==> src/rtl/upc_pkg.sv <==
// Shared constants and carriers for the controller-side register block.
// Assumes one 100 MHz clock and a synchronous active-low reset.
package upc_pkg;

	// ****************************************
	// Register indexes
	// ****************************************
	localparam logic [7:0] IDX_PACKET_FIFO_PORT = 8'h00;
	localparam logic [7:0] IDX_IRQ = 8'h01;
	localparam logic [7:0] IDX_WCL = 8'h02;
	localparam logic [7:0] IDX_WCH = 8'h03;
	localparam logic [7:0] IDX_TRIG = 8'h06;
	localparam logic [7:0] IDX_XACK = 8'h07;
	localparam logic [7:0] IDX_DIACK = 8'h0E;
	localparam logic [7:0] IDX_STATUS_THREE = 8'h0F;
	localparam logic [7:0] IDX_AUTO = 8'h17;
	localparam logic [7:0] IDX_APKT = 8'h18;
	localparam logic [7:0] IDX_DFCTL = 8'h1F;
	localparam logic [7:0] IDX_HCTL = 8'h20;
	localparam logic [7:0] IDX_SUB = 8'h22;
	localparam logic [7:0] IDX_DATA_FIFO_RESET = 8'h2B;
	localparam logic [7:0] IDX_SUBEN = 8'h2C;
	localparam logic [7:0] IDX_HIEN = 8'h2E;
	localparam logic [7:0] IDX_RSTEN = 8'h2F;
	localparam logic [7:0] IDX_XSTAT = 8'h30;
	localparam logic [7:0] IDX_BCL = 8'h34;
	localparam logic [7:0] IDX_CMD = 8'h37;
	localparam logic [7:0] IDX_LATCHED_STATUS_THREE = 8'h4B;
	localparam logic [7:0] IDX_MUX = 8'h5B;
	localparam logic [7:0] IDX_CFG = 8'h5C;
	localparam logic [7:0] IDX_TSTA = 8'h80;
	localparam logic [7:0] IDX_PLAY = 8'h90;
	localparam logic [7:0] IDX_PACK = 8'h97;

	// ****************************************
	// Bit positions
	// ****************************************
	localparam int B_PNE_EN = 7;
	localparam int B_TEND_EN = 6;
	localparam int B_SRI_EN = 5;
	localparam int B_DT_EN = 1;
	localparam int B_MUX = 1;
	localparam int B_LATCH_PIN_TWO = 3;
	localparam int B_REMAP = 0;
	localparam int B_PKTSEL = 2;
	localparam int B_CLEAR_BUSY = 4;
	localparam int B_HOST_IRQ_EN = 7;
	localparam int B_ABSENT_SLAVE_EN = 2;
	localparam int B_RSTIEN = 1;
	localparam int B_DIR = 5;
	localparam int B_DEVRST = 3;
	localparam int B_FULL = 1;
	localparam int B_AUTO = 2;
	localparam int B_APKT = 7;
	localparam int B_DIRO = 1;
	localparam int B_DATA_FIFO_RESET = 3;
	localparam int B_SUBCODE_IRQ_EN = 4;
	localparam int B_PLAYBACK_IRQ_EN = 6;

	// ****************************************
	// Commands, sizes, reset values
	// ****************************************
	localparam logic [7:0] CMD_PACKET = 8'h00A0;
	localparam logic [7:0] CMD_DEVRST = 8'h0008;
	localparam logic [7:0] CMD_DIAG = 8'h0090;
	localparam logic [7:0] EMPTY_READ = 8'h00FF;
	localparam logic [3:0] THRESH_RST = 4'hC;
	localparam logic [5:0] DF_BYTES = 6'h20;
	localparam int PKT_DEPTH = 16;
	localparam int PKT_BYTES = 12;

	// Host-side events, all on the chip clock
	typedef struct packed {
		logic wr_stb;
		logic [7:0] wr_data;
		logic word_rd;
		logic cmd_valid;
		logic [7:0] cmd_code;
		logic selected;
		logic soft_reset;
		logic absent_slave;
		logic out_done;
		logic drq;
	} host_evt_t;

	// Decoder, playback and reset events, all on the chip clock
	typedef struct packed {
		logic host_reset;
		logic fw_reset;
		logic dec_reset;
		logic sector_ready;
		logic [6:0] target_evt;
		logic play_done;
		logic [2:0] subcode;
	} sys_evt_t;

endpackage : upc_pkg

==> src/rtl/pin_sync.sv <==
// Two-flop synchroniser for a bundle of pin inputs.
// Assumes each bit is an independent level; no bus coherence.
`timescale 1ns/1ps
module pin_sync #(
	parameter int WIDTH = 1
) (
	input wire logic clock,
	input wire logic rst_b,
	input wire logic [WIDTH-1:0] pin_in,
	output logic [WIDTH-1:0] sync_out
);
	logic [WIDTH-1:0] meta_ff;
	logic [WIDTH-1:0] sync_ff;
	logic [WIDTH-1:0] nxt_meta;
	logic [WIDTH-1:0] nxt_sync;

	always_comb begin
		nxt_meta = pin_in;
		nxt_sync = meta_ff;
	end

	// Pins idle high, so reset to ones
	always_ff @(posedge clock) begin
		if (!rst_b) begin
			meta_ff <= '1;
			sync_ff <= '1;
		end else begin
			meta_ff <= nxt_meta;
			sync_ff <= nxt_sync;
		end
	end

	assign sync_out = sync_ff;
endmodule : pin_sync

==> src/rtl/byte_fifo.sv <==
// Synchronous FIFO with valid/ready on both sides and a flush.
// Assumes DEPTH is a power of two; read data is shown ahead.
`timescale 1ns/1ps
module byte_fifo #(
	parameter int WIDTH = 8,
	parameter int DEPTH = 16
) (
	input wire logic clock,
	input wire logic rst_b,
	input wire logic flush,
	input wire logic in_valid,
	output logic in_ready,
	input wire logic [WIDTH-1:0] in_data,
	output logic out_valid,
	input wire logic out_ready,
	output logic [WIDTH-1:0] out_data,
	output logic [$clog2(DEPTH):0] count
);
	localparam int AW = $clog2(DEPTH);
	logic [WIDTH-1:0] mem [DEPTH];
	logic [AW-1:0] wp_ff, rp_ff, nxt_wp, nxt_rp;
	logic [AW:0] cnt_ff, nxt_cnt;
	logic push, pop;

	always_comb begin
		push = in_valid && in_ready;
		pop = out_valid && out_ready;
		nxt_wp = push ? wp_ff + 1'b1 : wp_ff;
		nxt_rp = pop ? rp_ff + 1'b1 : rp_ff;
		nxt_cnt = cnt_ff + {{AW{1'b0}}, push} - {{AW{1'b0}}, pop};
		if (flush) begin
			nxt_wp = '0;
			nxt_rp = '0;
			nxt_cnt = '0;
		end
	end

	always_ff @(posedge clock) begin
		if (!rst_b) begin
			wp_ff <= '0;
			rp_ff <= '0;
			cnt_ff <= '0;
		end else begin
			wp_ff <= nxt_wp;
			rp_ff <= nxt_rp;
			cnt_ff <= nxt_cnt;
		end
	end

	always_ff @(posedge clock) begin
		if (push) begin
			mem[wp_ff] <= in_data;
		end
	end

	assign in_ready = (cnt_ff != DEPTH[AW:0]) && !flush;
	assign out_valid = (cnt_ff != '0);
	assign out_data = mem[rp_ff];
	assign count = cnt_ff;
endmodule : byte_fifo

==> src/rtl/upc_index_irq.sv <==
// Controller-side indexed register access, packet FIFO and event flags.
// Assumes host-protocol and decoder logic deliver one-cycle event pulses
// on the same clock; controller bus pins arrive asynchronously.
`timescale 1ns/1ps
module upc_index_irq import upc_pkg::*; #(
	parameter int PKT_FIFO_DEPTH = PKT_DEPTH
) (
	input wire logic clock,
	input wire logic rst_b,
	input wire logic cs_b,
	input wire logic rd_b,
	input wire logic wr_b,
	input wire logic reg_select_pin,
	input wire logic latch_pin_one,
	input wire logic latch_pin_two,
	input wire logic [7:0] ud_in,
	output logic [7:0] ud_out,
	output logic ud_oe,
	output logic ctrl_irq_pin_oe,
	input wire host_evt_t host_evt,
	output logic host_wr_ready,
	input wire sys_evt_t sys_evt
);
	// ****************************************
	// Pin synchronisation and strobe edges
	// ****************************************
	logic [13:0] pins_s;
	logic [13:0] pins_p_ff, nxt_pins_p;
	logic s_cs_b, s_rd_b, s_wr_b, s_rs, s_latch_pin_one, s_latch_pin_two;
	logic [7:0] s_ud;
	logic p_rd_b, p_wr_b, p_latch_pin_one, p_latch_pin_two;

	pin_sync #(.WIDTH(14)) u_sync (
		.clock(clock),
		.rst_b(rst_b),
		.pin_in({cs_b, rd_b, wr_b, reg_select_pin, latch_pin_one,
			latch_pin_two, ud_in}),
		.sync_out(pins_s)
	);

	assign {s_cs_b, s_rd_b, s_wr_b, s_rs, s_latch_pin_one, s_latch_pin_two, s_ud} = pins_s;
	assign p_rd_b = pins_p_ff[12];
	assign p_wr_b = pins_p_ff[11];
	assign p_latch_pin_one = pins_p_ff[9];
	assign p_latch_pin_two = pins_p_ff[8];

	// ****************************************
	// State declarations
	// ****************************************
	logic [7:0] index_ff, nxt_index;
	logic [7:0] ud_out_ff, nxt_ud_out;
	logic ud_oe_ff, nxt_ud_oe, irq_ff, nxt_irq, hwr_rdy_ff, nxt_hwr_rdy;
	logic [7:0] irq_enable_ctrl_ff, nxt_irq_enable_ctrl, mux_ff, nxt_mux, cfg_ff, nxt_cfg;
	logic [7:0] hctl_ff, nxt_hctl, hien_ff, nxt_hien, rsten_ff, nxt_rsten;
	logic [7:0] bcl_ff, nxt_bcl, play_ff, nxt_play, cmd_ff, nxt_cmd;
	logic apkt_ff, nxt_apkt, diro_ff, nxt_diro, data_fifo_reset_ff, nxt_data_fifo_reset;
	logic subcode_irq_en_ff, nxt_subcode_irq_en;
	logic [11:0] wc_ff, nxt_wc;
	logic [3:0] thr_ff, nxt_thr;
	logic [5:0] dfc_ff, nxt_dfc;
	logic [2:0] subc_ff, nxt_subc, subp_ff, nxt_subp;
	logic pne_ff, tend_ff, full_ff, dir_ff, sri_ff, hci_ff, devrst_ff;
	logic busy_ff, api_ff, sci_ff, dineed_ff, xgot_ff, drqp_ff;
	logic nxt_pne, nxt_tend, nxt_full, nxt_dir, nxt_sri, nxt_hci, nxt_devrst;
	logic nxt_busy, nxt_api, nxt_sci, nxt_dineed, nxt_xgot, nxt_drqp;
	logic push_ff, nxt_push;

	// ****************************************
	// Access decode
	// ****************************************
	logic mux_mode, rd_go, wr_go, idx_acc, reg_rd, reg_wr, ale_fall;
	logic [7:0] rd_val;
	logic pkt_pop, pkt_push, pkt_in_rdy, pkt_valid;
	logic [7:0] pkt_data;
	logic [$clog2(PKT_FIFO_DEPTH):0] pkt_cnt;

	function automatic logic wr_to(input logic [7:0] idx);
		wr_to = reg_wr && (index_ff == idx);
	endfunction : wr_to

	function automatic logic rd_of(input logic [7:0] idx);
		rd_of = reg_rd && (index_ff == idx);
	endfunction : rd_of

	always_comb begin
		mux_mode = mux_ff[B_MUX];
		rd_go = !s_cs_b && p_rd_b && !s_rd_b;
		// Writes commit on the trailing edge, when the data is settled
		wr_go = !s_cs_b && !p_wr_b && s_wr_b;
		idx_acc = !mux_mode && !s_rs;
		reg_rd = rd_go && !idx_acc;
		reg_wr = wr_go && !idx_acc;
		ale_fall = mux_mode && (cfg_ff[B_LATCH_PIN_TWO] ? (p_latch_pin_two && !s_latch_pin_two)
			: (p_latch_pin_one && !s_latch_pin_one));
		pkt_pop = rd_of(IDX_PACKET_FIFO_PORT);
	end

	// ****************************************
	// Packet FIFO
	// ****************************************
	always_comb begin
		// Cap at the packet size although the store is deeper
		pkt_push = host_evt.wr_stb && hctl_ff[B_PKTSEL] && !full_ff
			&& pkt_in_rdy && (pkt_cnt < PKT_BYTES[$clog2(PKT_FIFO_DEPTH):0]);
	end

	byte_fifo #(.WIDTH(8), .DEPTH(PKT_FIFO_DEPTH)) u_pkt_fifo (
		.clock(clock),
		.rst_b(rst_b),
		.flush(sys_evt.fw_reset),
		.in_valid(pkt_push),
		.in_ready(pkt_in_rdy),
		.in_data(host_evt.wr_data),
		.out_valid(pkt_valid),
		.out_ready(pkt_pop),
		.out_data(pkt_data),
		.count(pkt_cnt)
	);

	// ****************************************
	// Read mux
	// ****************************************
	always_comb begin
		rd_val = 8'h0000;
		if (idx_acc) begin
			rd_val = index_ff;
		end else begin
			case (index_ff)
				IDX_PACKET_FIFO_PORT: rd_val = pkt_valid ? pkt_data : EMPTY_READ;
				IDX_IRQ: rd_val = ~{pne_ff, tend_ff, sri_ff,
					hci_ff | devrst_ff, busy_ff, api_ff,
					(dfc_ff == DF_BYTES), sci_ff};
				IDX_WCL: rd_val = wc_ff[7:0];
				IDX_WCH: rd_val = {4'h0, wc_ff[11:8]};
				IDX_APKT: rd_val = {apkt_ff, 7'h00};
				IDX_DFCTL: rd_val = {6'h00, diro_ff, 1'b0};
				IDX_HCTL: rd_val = hctl_ff;
				IDX_SUB: rd_val = {5'h00, subc_ff};
				IDX_DATA_FIFO_RESET: rd_val = {4'h0, data_fifo_reset_ff, 3'h0};
				IDX_SUBEN: rd_val = {3'h0, subcode_irq_en_ff, 4'h0};
				IDX_HIEN: rd_val = hien_ff;
				IDX_RSTEN: rd_val = rsten_ff;
				IDX_XSTAT: rd_val = {2'h0, dir_ff, 1'b0, devrst_ff, 1'b0,
					full_ff, 1'b0};
				IDX_BCL: rd_val = bcl_ff;
				IDX_CMD: rd_val = cmd_ff;
				IDX_MUX: rd_val = mux_ff;
				IDX_CFG: rd_val = cfg_ff;
				IDX_PLAY: rd_val = play_ff;
				default: rd_val = 8'h0000;
			endcase
		end
	end

	// ****************************************
	// Bus-facing next state
	// ****************************************
	always_comb begin
		nxt_pins_p = pins_s;
		nxt_index = index_ff;
		if (ale_fall) begin
			nxt_index = s_ud;
		end else if (wr_go && idx_acc) begin
			nxt_index = s_ud;
		end else if ((reg_rd && !pkt_pop) || reg_wr) begin
			nxt_index = {index_ff[7:4], index_ff[3:0] + 4'h1};
		end
		nxt_ud_out = rd_go ? rd_val : ud_out_ff;
		nxt_ud_oe = !s_cs_b && !s_rd_b;
		nxt_hwr_rdy = hctl_ff[B_PKTSEL] && !full_ff && pkt_in_rdy
			&& (pkt_cnt < PKT_BYTES[$clog2(PKT_FIFO_DEPTH):0]);
		// Open drain: enable pulls the pin low
		nxt_irq = (pne_ff && irq_enable_ctrl_ff[B_PNE_EN])
			|| (tend_ff && irq_enable_ctrl_ff[B_TEND_EN])
			|| (sri_ff && irq_enable_ctrl_ff[B_SRI_EN])
			|| hci_ff || devrst_ff || api_ff || sci_ff;
	end

	// ****************************************
	// Configuration next state
	// ****************************************
	logic a0_cmd;
	always_comb begin
		a0_cmd = host_evt.cmd_valid && host_evt.selected
			&& (host_evt.cmd_code == CMD_PACKET);
		nxt_irq_enable_ctrl = irq_enable_ctrl_ff;
		nxt_mux = wr_to(IDX_MUX) ? s_ud : mux_ff;
		nxt_cfg = wr_to(IDX_CFG) ? s_ud : cfg_ff;
		nxt_hctl = wr_to(IDX_HCTL) ? s_ud : hctl_ff;
		nxt_hctl[B_CLEAR_BUSY] = 1'b0;
		nxt_hien = wr_to(IDX_HIEN) ? s_ud : hien_ff;
		nxt_rsten = wr_to(IDX_RSTEN) ? s_ud : rsten_ff;
		nxt_bcl = wr_to(IDX_BCL) ? s_ud : bcl_ff;
		nxt_play = wr_to(IDX_PLAY) ? s_ud : play_ff;
		nxt_apkt = wr_to(IDX_APKT) ? s_ud[B_APKT] : apkt_ff;
		nxt_diro = wr_to(IDX_DFCTL) ? s_ud[B_DIRO] : diro_ff;
		nxt_data_fifo_reset = wr_to(IDX_DATA_FIFO_RESET) ? s_ud[B_DATA_FIFO_RESET] : data_fifo_reset_ff;
		nxt_subcode_irq_en = wr_to(IDX_SUBEN) ? s_ud[B_SUBCODE_IRQ_EN] : subcode_irq_en_ff;
		nxt_cmd = host_evt.cmd_valid ? host_evt.cmd_code : cmd_ff;
		if (wr_to(IDX_IRQ)) begin
			nxt_irq_enable_ctrl = {s_ud[7:5], 3'h0, s_ud[B_DT_EN], 1'b0};
		end
		if (hien_ff[B_HOST_IRQ_EN] && a0_cmd) begin
			nxt_irq_enable_ctrl[B_TEND_EN] = 1'b1;
		end
		if ((wr_to(IDX_AUTO) && s_ud[B_AUTO]) || (apkt_ff && a0_cmd)) begin
			nxt_irq_enable_ctrl[B_DT_EN] = 1'b1;
		end
		if (sys_evt.fw_reset) begin
			nxt_irq_enable_ctrl[B_PNE_EN] = 1'b0;
			nxt_irq_enable_ctrl[B_TEND_EN] = 1'b0;
		end
		if (sys_evt.fw_reset || sys_evt.host_reset || sys_evt.dec_reset) begin
			nxt_irq_enable_ctrl[B_SRI_EN] = 1'b0;
		end
	end

	// ****************************************
	// Event flags next state
	// ****************************************
	logic trig, word_end, thr_hit, tend_set, tend_clr, df_clr, hci_set;
	logic [2:0] sub_rise;
	always_comb begin
		// The automatic trigger raises its own enable, so it needs none
		trig = (irq_enable_ctrl_ff[B_DT_EN] && wr_to(IDX_TRIG))
			|| (wr_to(IDX_AUTO) && s_ud[B_AUTO]);
		word_end = busy_ff && host_evt.word_rd && (wc_ff == 12'h000);
		nxt_wc = wc_ff;
		if (wr_to(IDX_WCL)) begin
			nxt_wc[7:0] = s_ud;
		end else if (wr_to(IDX_WCH)) begin
			nxt_wc[11:8] = s_ud[3:0];
		end else if (busy_ff && host_evt.word_rd && !word_end) begin
			nxt_wc = wc_ff - 12'h001;
		end
		nxt_drqp = host_evt.drq;
		nxt_thr = (host_evt.drq && !drqp_ff) ? bcl_ff[3:0] : thr_ff;
		nxt_push = pkt_push;
		// Only a fresh arrival reaches the threshold; an ack must not re-fire
		thr_hit = !full_ff && push_ff && (thr_ff != 4'h0)
			&& (pkt_cnt == {{($clog2(PKT_FIFO_DEPTH)-3){1'b0}}, thr_ff});
		nxt_full = thr_hit || (full_ff && !wr_to(IDX_XACK));
		tend_set = thr_hit || word_end || host_evt.out_done;
		nxt_dir = thr_hit ? 1'b0 : ((word_end || host_evt.out_done)
			? 1'b1 : dir_ff);
		// Data-in end holds until both acks have been written
		nxt_dineed = word_end || (dineed_ff && !wr_to(IDX_DIACK));
		nxt_xgot = !tend_set && (xgot_ff || wr_to(IDX_XACK));
		tend_clr = nxt_xgot && !nxt_dineed;
		if (tend_clr) begin
			nxt_xgot = 1'b0;
		end
		nxt_tend = tend_set || (tend_ff && !tend_clr);
		nxt_pne = pkt_push || (pne_ff && !(pkt_pop
			&& (pkt_cnt == 1) && !sys_evt.fw_reset));
		if (sys_evt.fw_reset && !pkt_push) begin
			nxt_pne = 1'b0;
		end
		nxt_sri = (cfg_ff[B_REMAP] ? (|sys_evt.target_evt)
			: sys_evt.sector_ready)
			|| (sri_ff && !(rd_of(IDX_STATUS_THREE) || rd_of(IDX_LATCHED_STATUS_THREE)
			|| rd_of(IDX_TSTA)));
		hci_set = (hien_ff[B_HOST_IRQ_EN] && (host_evt.soft_reset
			|| (host_evt.cmd_valid && host_evt.cmd_code == CMD_DIAG)
			|| (host_evt.cmd_valid && host_evt.selected
			&& host_evt.cmd_code != CMD_PACKET
			&& host_evt.cmd_code != CMD_DEVRST)))
			|| (hien_ff[B_ABSENT_SLAVE_EN] && host_evt.absent_slave);
		nxt_hci = hci_set || (hci_ff && !(sys_evt.host_reset
			|| rd_of(IDX_CMD) || (wr_to(IDX_HCTL)
			&& s_ud[B_CLEAR_BUSY])));
		nxt_devrst = (rsten_ff[B_RSTIEN] && host_evt.cmd_valid
			&& host_evt.cmd_code == CMD_DEVRST)
			|| (devrst_ff && !wr_to(IDX_XSTAT));
		nxt_busy = trig || (busy_ff && !word_end
			&& irq_enable_ctrl_ff[B_DT_EN]);
		nxt_api = (play_ff[1:0] != 2'h0 && play_ff[B_PLAYBACK_IRQ_EN]
			&& sys_evt.play_done)
			|| (api_ff && !wr_to(IDX_PACK));
		nxt_subp = sys_evt.subcode;
		sub_rise = sys_evt.subcode & ~subp_ff;
		nxt_subc = (subcode_irq_en_ff ? sub_rise : 3'h0)
			| (wr_to(IDX_SUB) ? 3'h0 : subc_ff);
		nxt_sci = (subcode_irq_en_ff && (|sub_rise))
			|| (sci_ff && !wr_to(IDX_SUB));
		df_clr = sys_evt.host_reset || sys_evt.fw_reset
			|| !irq_enable_ctrl_ff[B_DT_EN] || diro_ff || data_fifo_reset_ff
			|| word_end;
		nxt_dfc = dfc_ff;
		if (df_clr) begin
			nxt_dfc = 6'h00;
		end else if (busy_ff && (dfc_ff != DF_BYTES)) begin
			nxt_dfc = dfc_ff + 6'h01;
		end
	end

	// ****************************************
	// Registers
	// ****************************************
	always_ff @(posedge clock) begin
		if (!rst_b) begin
			pins_p_ff <= '1;
			index_ff <= 8'h0000;
			ud_out_ff <= 8'h0000;
			ud_oe_ff <= 1'b0;
			irq_ff <= 1'b0;
			hwr_rdy_ff <= 1'b0;
		end else begin
			pins_p_ff <= nxt_pins_p;
			index_ff <= nxt_index;
			ud_out_ff <= nxt_ud_out;
			ud_oe_ff <= nxt_ud_oe;
			irq_ff <= nxt_irq;
			hwr_rdy_ff <= nxt_hwr_rdy;
		end
	end

	always_ff @(posedge clock) begin
		if (!rst_b) begin
			irq_enable_ctrl_ff <= 8'h0000;
			mux_ff <= 8'h0000;
			cfg_ff <= 8'h0000;
			hctl_ff <= 8'h0000;
			hien_ff <= 8'h0000;
			rsten_ff <= 8'h0000;
			bcl_ff <= 8'h0000;
			play_ff <= 8'h0000;
			cmd_ff <= 8'h0000;
			apkt_ff <= 1'b0;
			diro_ff <= 1'b0;
			data_fifo_reset_ff <= 1'b0;
			subcode_irq_en_ff <= 1'b0;
		end else begin
			irq_enable_ctrl_ff <= nxt_irq_enable_ctrl;
			mux_ff <= nxt_mux;
			cfg_ff <= nxt_cfg;
			hctl_ff <= nxt_hctl;
			hien_ff <= nxt_hien;
			rsten_ff <= nxt_rsten;
			bcl_ff <= nxt_bcl;
			play_ff <= nxt_play;
			cmd_ff <= nxt_cmd;
			apkt_ff <= nxt_apkt;
			diro_ff <= nxt_diro;
			data_fifo_reset_ff <= nxt_data_fifo_reset;
			subcode_irq_en_ff <= nxt_subcode_irq_en;
		end
	end

	always_ff @(posedge clock) begin
		if (!rst_b) begin
			wc_ff <= 12'h000;
			thr_ff <= THRESH_RST;
			dfc_ff <= 6'h00;
			subc_ff <= 3'h0;
			subp_ff <= 3'h0;
			{pne_ff, tend_ff, full_ff, dir_ff, sri_ff, hci_ff} <= 6'h00;
			{devrst_ff, busy_ff, api_ff, sci_ff} <= 4'h0;
			{dineed_ff, xgot_ff, drqp_ff} <= 3'h0;
			push_ff <= 1'b0;
		end else begin
			wc_ff <= nxt_wc;
			thr_ff <= nxt_thr;
			dfc_ff <= nxt_dfc;
			subc_ff <= nxt_subc;
			subp_ff <= nxt_subp;
			{pne_ff, tend_ff, full_ff, dir_ff, sri_ff, hci_ff} <=
				{nxt_pne, nxt_tend, nxt_full, nxt_dir, nxt_sri, nxt_hci};
			{devrst_ff, busy_ff, api_ff, sci_ff} <=
				{nxt_devrst, nxt_busy, nxt_api, nxt_sci};
			{dineed_ff, xgot_ff, drqp_ff} <= {nxt_dineed, nxt_xgot, nxt_drqp};
			push_ff <= nxt_push;
		end
	end

	assign ud_out = ud_out_ff;
	assign ud_oe = ud_oe_ff;
	assign ctrl_irq_pin_oe = irq_ff;
	assign host_wr_ready = hwr_rdy_ff;
endmodule : upc_index_irq

==> config.mk <==
export PLATFORM = sky130hd
export DESIGN_NAME = upc_index_irq
export DESIGN_NICKNAME = d
export VERILOG_FILES = /design/src/rtl/upc_pkg.sv /design/src/rtl/pin_sync.sv /design/src/rtl/byte_fifo.sv /design/src/rtl/upc_index_irq.sv
export SDC_FILE = /design/constraint.sdc
export NUM_CORES = 1
export LEC_CHECK = 0
export BUFFER_PORTS_ARGS = -buffer_cell sky130_fd_sc_hd__buf_2
export CORE_MARGIN = 5
export CORE_UTILIZATION = 35
export CTS_CLUSTER_DIAMETER = 30
export DETAILED_ROUTE_END_ITERATION = 8
export GPL_ROUTABILITY_DRIVEN = 0
export PLACE_DENSITY = 0.51
export SLEW_MARGIN = 25
export SYNTH_ARGS = -nofsm -noshare
export SYNTH_HDL_FRONTEND = slang
export SYNTH_SLANG_ARGS = --single-unit
==> constraint.sdc <==
create_clock -name clock -period 3.8 [get_ports clock]
set_input_delay 0.38 -clock clock [delete_from_list [all_inputs] [get_ports clock]]
set_output_delay 0.38 -clock clock [all_outputs]
set_load 0.02 [all_outputs]
==> impl_metrics.py <==
metrics = {
    "sta": {
        "final_hold_viol_count": 0,
        "post-route-period-util_pct": 87.2,
        "slew_headroom_pct": 33.4,
        "clock_skew_ns": 0.0182,
        "final_max_slew_viol_count": 0,
        "layout_min_cycle_time_ns": 3.31,
        "rsz0062_at_grt": "false",
        "max_freq_ghz": 0.302,
        "tightest_slew_ns": 0.996,
        "holdWs_ns": 0.0337,
        "tns_ns": 0,
        "setup_viol": 0,
    },
    "power": {
        "switching_share_pct": 20.9,
        "p_sw_mw": 2.18,
        "seq_power_share_pct": 33.9,
        "power.share.clock_pct": 64.4,
        "cellPowerDensity_mw_per_mm2": 594,
        "leakage_nw": 6.50,
        "intPower_mw": 8.23,
        "combPwrFrac_pct": 1.6,
        "ir_drop_mv": 0.408,
    },
    "worst_setup_path": {
        "crit_slowest_cell": "nor3b_4",
        "arrival_ns": 3.74,
        "r2r_cells": 16,
        "cp-end-kind": "flip-flop",
        "crit_path_end": "u_pkt_fifo.count[4]",
        "crit_required_ns": 4.23,
        "critical_path_class": "reg -> reg",
        "max_stage_delay_ns": 0.50,
        "r2r_setup_slack_ns": 0.49,
        "start_kind": "flip-flop",
        "worstSetupStartpoint": "index_ff[0]",
        "rr_startpoint": "index_ff[0]",
        "path_common_cell": "inv_1",
        "path_cells": "inv_1 -> ha_1 -> nor3b_4 -> nand2_4 -> nor3_2 -> ha_1 -> inv_1 -> ha_1 -> inv_1 -> fa_1 -> inv_1 -> a21oi_1 -> nor2_1 -> nor2_1 -> xor2_1 -> nor2_1",
        "worstReg2RegEnd": "u_pkt_fifo.count[4]",
        "crit_path_max_fanout": 7,
    },
    "clock_tree": {
        "clk_path_buf_depth": 3,
        "clock_sinks": 309,
        "cts_buffers": 79,
        "cts_tree": "done",
        "htree_num_levels": 3,
        "post-cts-setup-buffers": 0,
        "root_buffer": "clkbuf_16",
        "clk_latency_ns": 0.60,
        "path_clk_slew_ns": 0.04,
    },
    "synthesis": {
        "syn_area_sq_mm": 0.0137,
        "syn_inst": 1238,
        "syn-num-nets": 1314,
        "yosys_warnings": 0,
        "yosysSeqAreaShare_pct": 54.6,
        "avgSynthCellArea_sq_um": 11.0,
        "async_reset_ff_share_pct": 0,
        "synth.distinct_cells": 89,
        "ys_ff_latch": 309,
        "synth_edf_count": 128,
        "synth_flop_cell": "dfxtp_1",
    },
    "grt": {
        "overflow": 0,
        "grt_max_degree": 52,
        "grt_pass1_vias": 10514,
        "grt_pass1_wl_mm": 63.5,
        "antenna_found_initial": 1,
        "grt_use_total_pct": 19.0,
    },
    "routing": {
        "vias": 10440,
        "via_per_inst": 5.38,
        "routedWlPerCell_um": 21.6,
        "wirelength_mm": 41.9,
        "dr.pass1.iters": 5,
        "drt_iter0_drc": 882,
        "drc": 0,
        "drtAntennaViolNets": 0,
    },
    "floorplan": {
        "die_x_um": 208,
        "pin_count": 66,
        "die_area_sq_mm": 0.0431,
        "start_util_pct": 35.4,
        "die_h_um": 208,
        "rows": 72,
        "core-area_sq_mm": 0.0386,
    },
    "hold_path": {
        "hold_class": "in -> reg",
    },
    "final_layout": {
        "area_growth_pct": 28.0,
        "fin_cells": 1942,
        "final_cell_mix": "dfxtp_1 (180), edfxtp_1 (128), nor2_1 (118), nand2_1 (97)",
        "finish.net_count": 1438,
        "layout_commonest_cell": "dfxtp_1",
        "fin_area_sq_mm": 0.0175,
        "drive_above_1_share_pct": 21.6,
    },
    "run_status": {
        "status": "finished clean",
    },
    "placed_design": {
        "place_inst": 1781,
        "dpl-instance-area_sq_mm": 0.0146,
        "io_buffers": 65,
        "dp_hpwl_mm": 28.4,
    },
    "run": {
        "max_cap_viol_count": 0,
    },
}
-- routing by layer --
metal | routed length, um | global-route usage, % | vias up
met5 | 0 | 0 | -
met1 | 17300 | 23.8 | 5114
met3 | 2820 | 4.70 | 98
li1 | - | - | 4824
met4 | 1620 | 7.75 | 0
met2 | 20100 | 31.4 | 404
-- area by class of cell --
cell class              instances  area (sq um)
diodes                          1          2.50
clock buffers                 100          2150
clock inverters                42           581
fillers                      3554         21100
inverters                      30           113
multi-input cells             813          5700
flip-flops and latches        309          7470
well taps                     518           648
repair buffers                129           848
-- cell usage after synthesis (all sizes together), types with 6 or more instances --
library cell    n  share of area, %
nand4          15              0.73
o22ai           8              0.37
a32oi          10              0.64
a22oi          18              0.99
nand2b         38               1.8
nand3b          7              0.38
xnor2          14              0.90
and3           12              0.55
a31oi          10              0.46
o21ai          31               1.2
nor3           21              0.91
dfxtp         181                26
a2111oi         6              0.50
clkbuf         47               1.3
xor2           14              0.90
mux2            6              0.49
ha             20               1.8
a21oi          81               3.0
inv            30              0.82
nand2          98               2.7
mux2i          57               4.2
nand3          59               2.3
nor2b          11              0.50
buf            39               1.7
nor3b           8              0.52
mux4           30               5.0
nor2          123               3.5
nor4           17               1.1
and2           12              0.55
or3            11              0.50
o211ai          8              0.44
edfxtp        128                28
-- sequential cells by signal (all words and copies together), names as in the netlist, 6 cells and up, named ones only --
signal and flops:
bcl_ff 8, cfg_ff 8, cmd_ff 8, dfc_ff 6
hctl_ff 7, hien_ff 8, index_ff 8, mux_ff 8
play_ff 8, rsten_ff 8, u_pkt_fifo.mem 128, u_sync.meta_ff 14
u_sync.sync_out 14, ud_out 8, wc_ff 12
-- critical path: cells and delay by family (launching register included) --
family	cells	cell delay, ns
AO/OA/AOI/OAI	1	0.06
XOR/XNOR	1	0.12
adder cells (fa/ha/maj)	4	1.06
buffers and inverters	4	0.31
flip-flops	1	0.36
AND/OR/NAND/NOR	6	1.24
-- logic make-up (layout without fill, tap and decap cells) --
| kind of cell | count (synthesis) | count (layout) | share of synthesized area [%] |
|---|---|---|---|
| simple gates | 456 | 456 | 17.8 |
| flops | 309 | 309 | 54.6 |
| compound gates | 215 | 215 | 10.4 |
| buf+inv | 116 | 301 | 3.78 |
| mux | 93 | 93 | 9.69 |
| xor+xnor | 28 | 28 | 1.79 |
| fa+ha+maj | 21 | 21 | 1.98 |
| other cells | 0 | 1 | 0 |
-- how the worst min path moves through the flow --
stage	from	endpoint	slack (ns)	cells past startpoint
after floorplan	u_sync.meta_ff[0]	u_sync.sync_out[0]	0.39	1
after global placement	u_sync.meta_ff[9]	u_sync.sync_out[9]	0.40	1
after detailed placement	u_sync.meta_ff[8]	u_sync.sync_out[8]	0.40	1
after CTS	reg_select_pin	u_sync.meta_ff[10]	0.004	2
after global routing	sys_evt[2]	subp_ff[2]	0.03	2
final	sys_evt[2]	subp_ff[2]	0.03	2
-- what timing repair did --
item | CTS | global route
resized for setup | 0 | 0
hold endpoints to repair | 17 | 1
hold buffers | 17 | 1
-- power by group through the flow --
stage	Sequential [mW]	Clock, mW	Combinational, mW
after floorplan	3.56	0	0.0846
after global placement	3.58	0	0.157
after detailed placement	3.58	0	0.159
after CTS	3.53	6.82	0.172
after global routing	3.53	7.02	0.189
final	3.53	6.70	0.171
-- through the flow --
step / setup WS (ns) / util, % / total power [mW]
after detailed placement: 0.550 / 37.8 / 3.74
after global routing: 0.239 / 45.3 / 10.7
final: 0.488 / 45.3 / 10.4
after CTS: 0.518 / 45.3 / 10.5
after floorplan: 0.841 / - / 3.64
after global placement: 0.604 / 37.8 / 3.74
(Power assumes the default switching activity.)
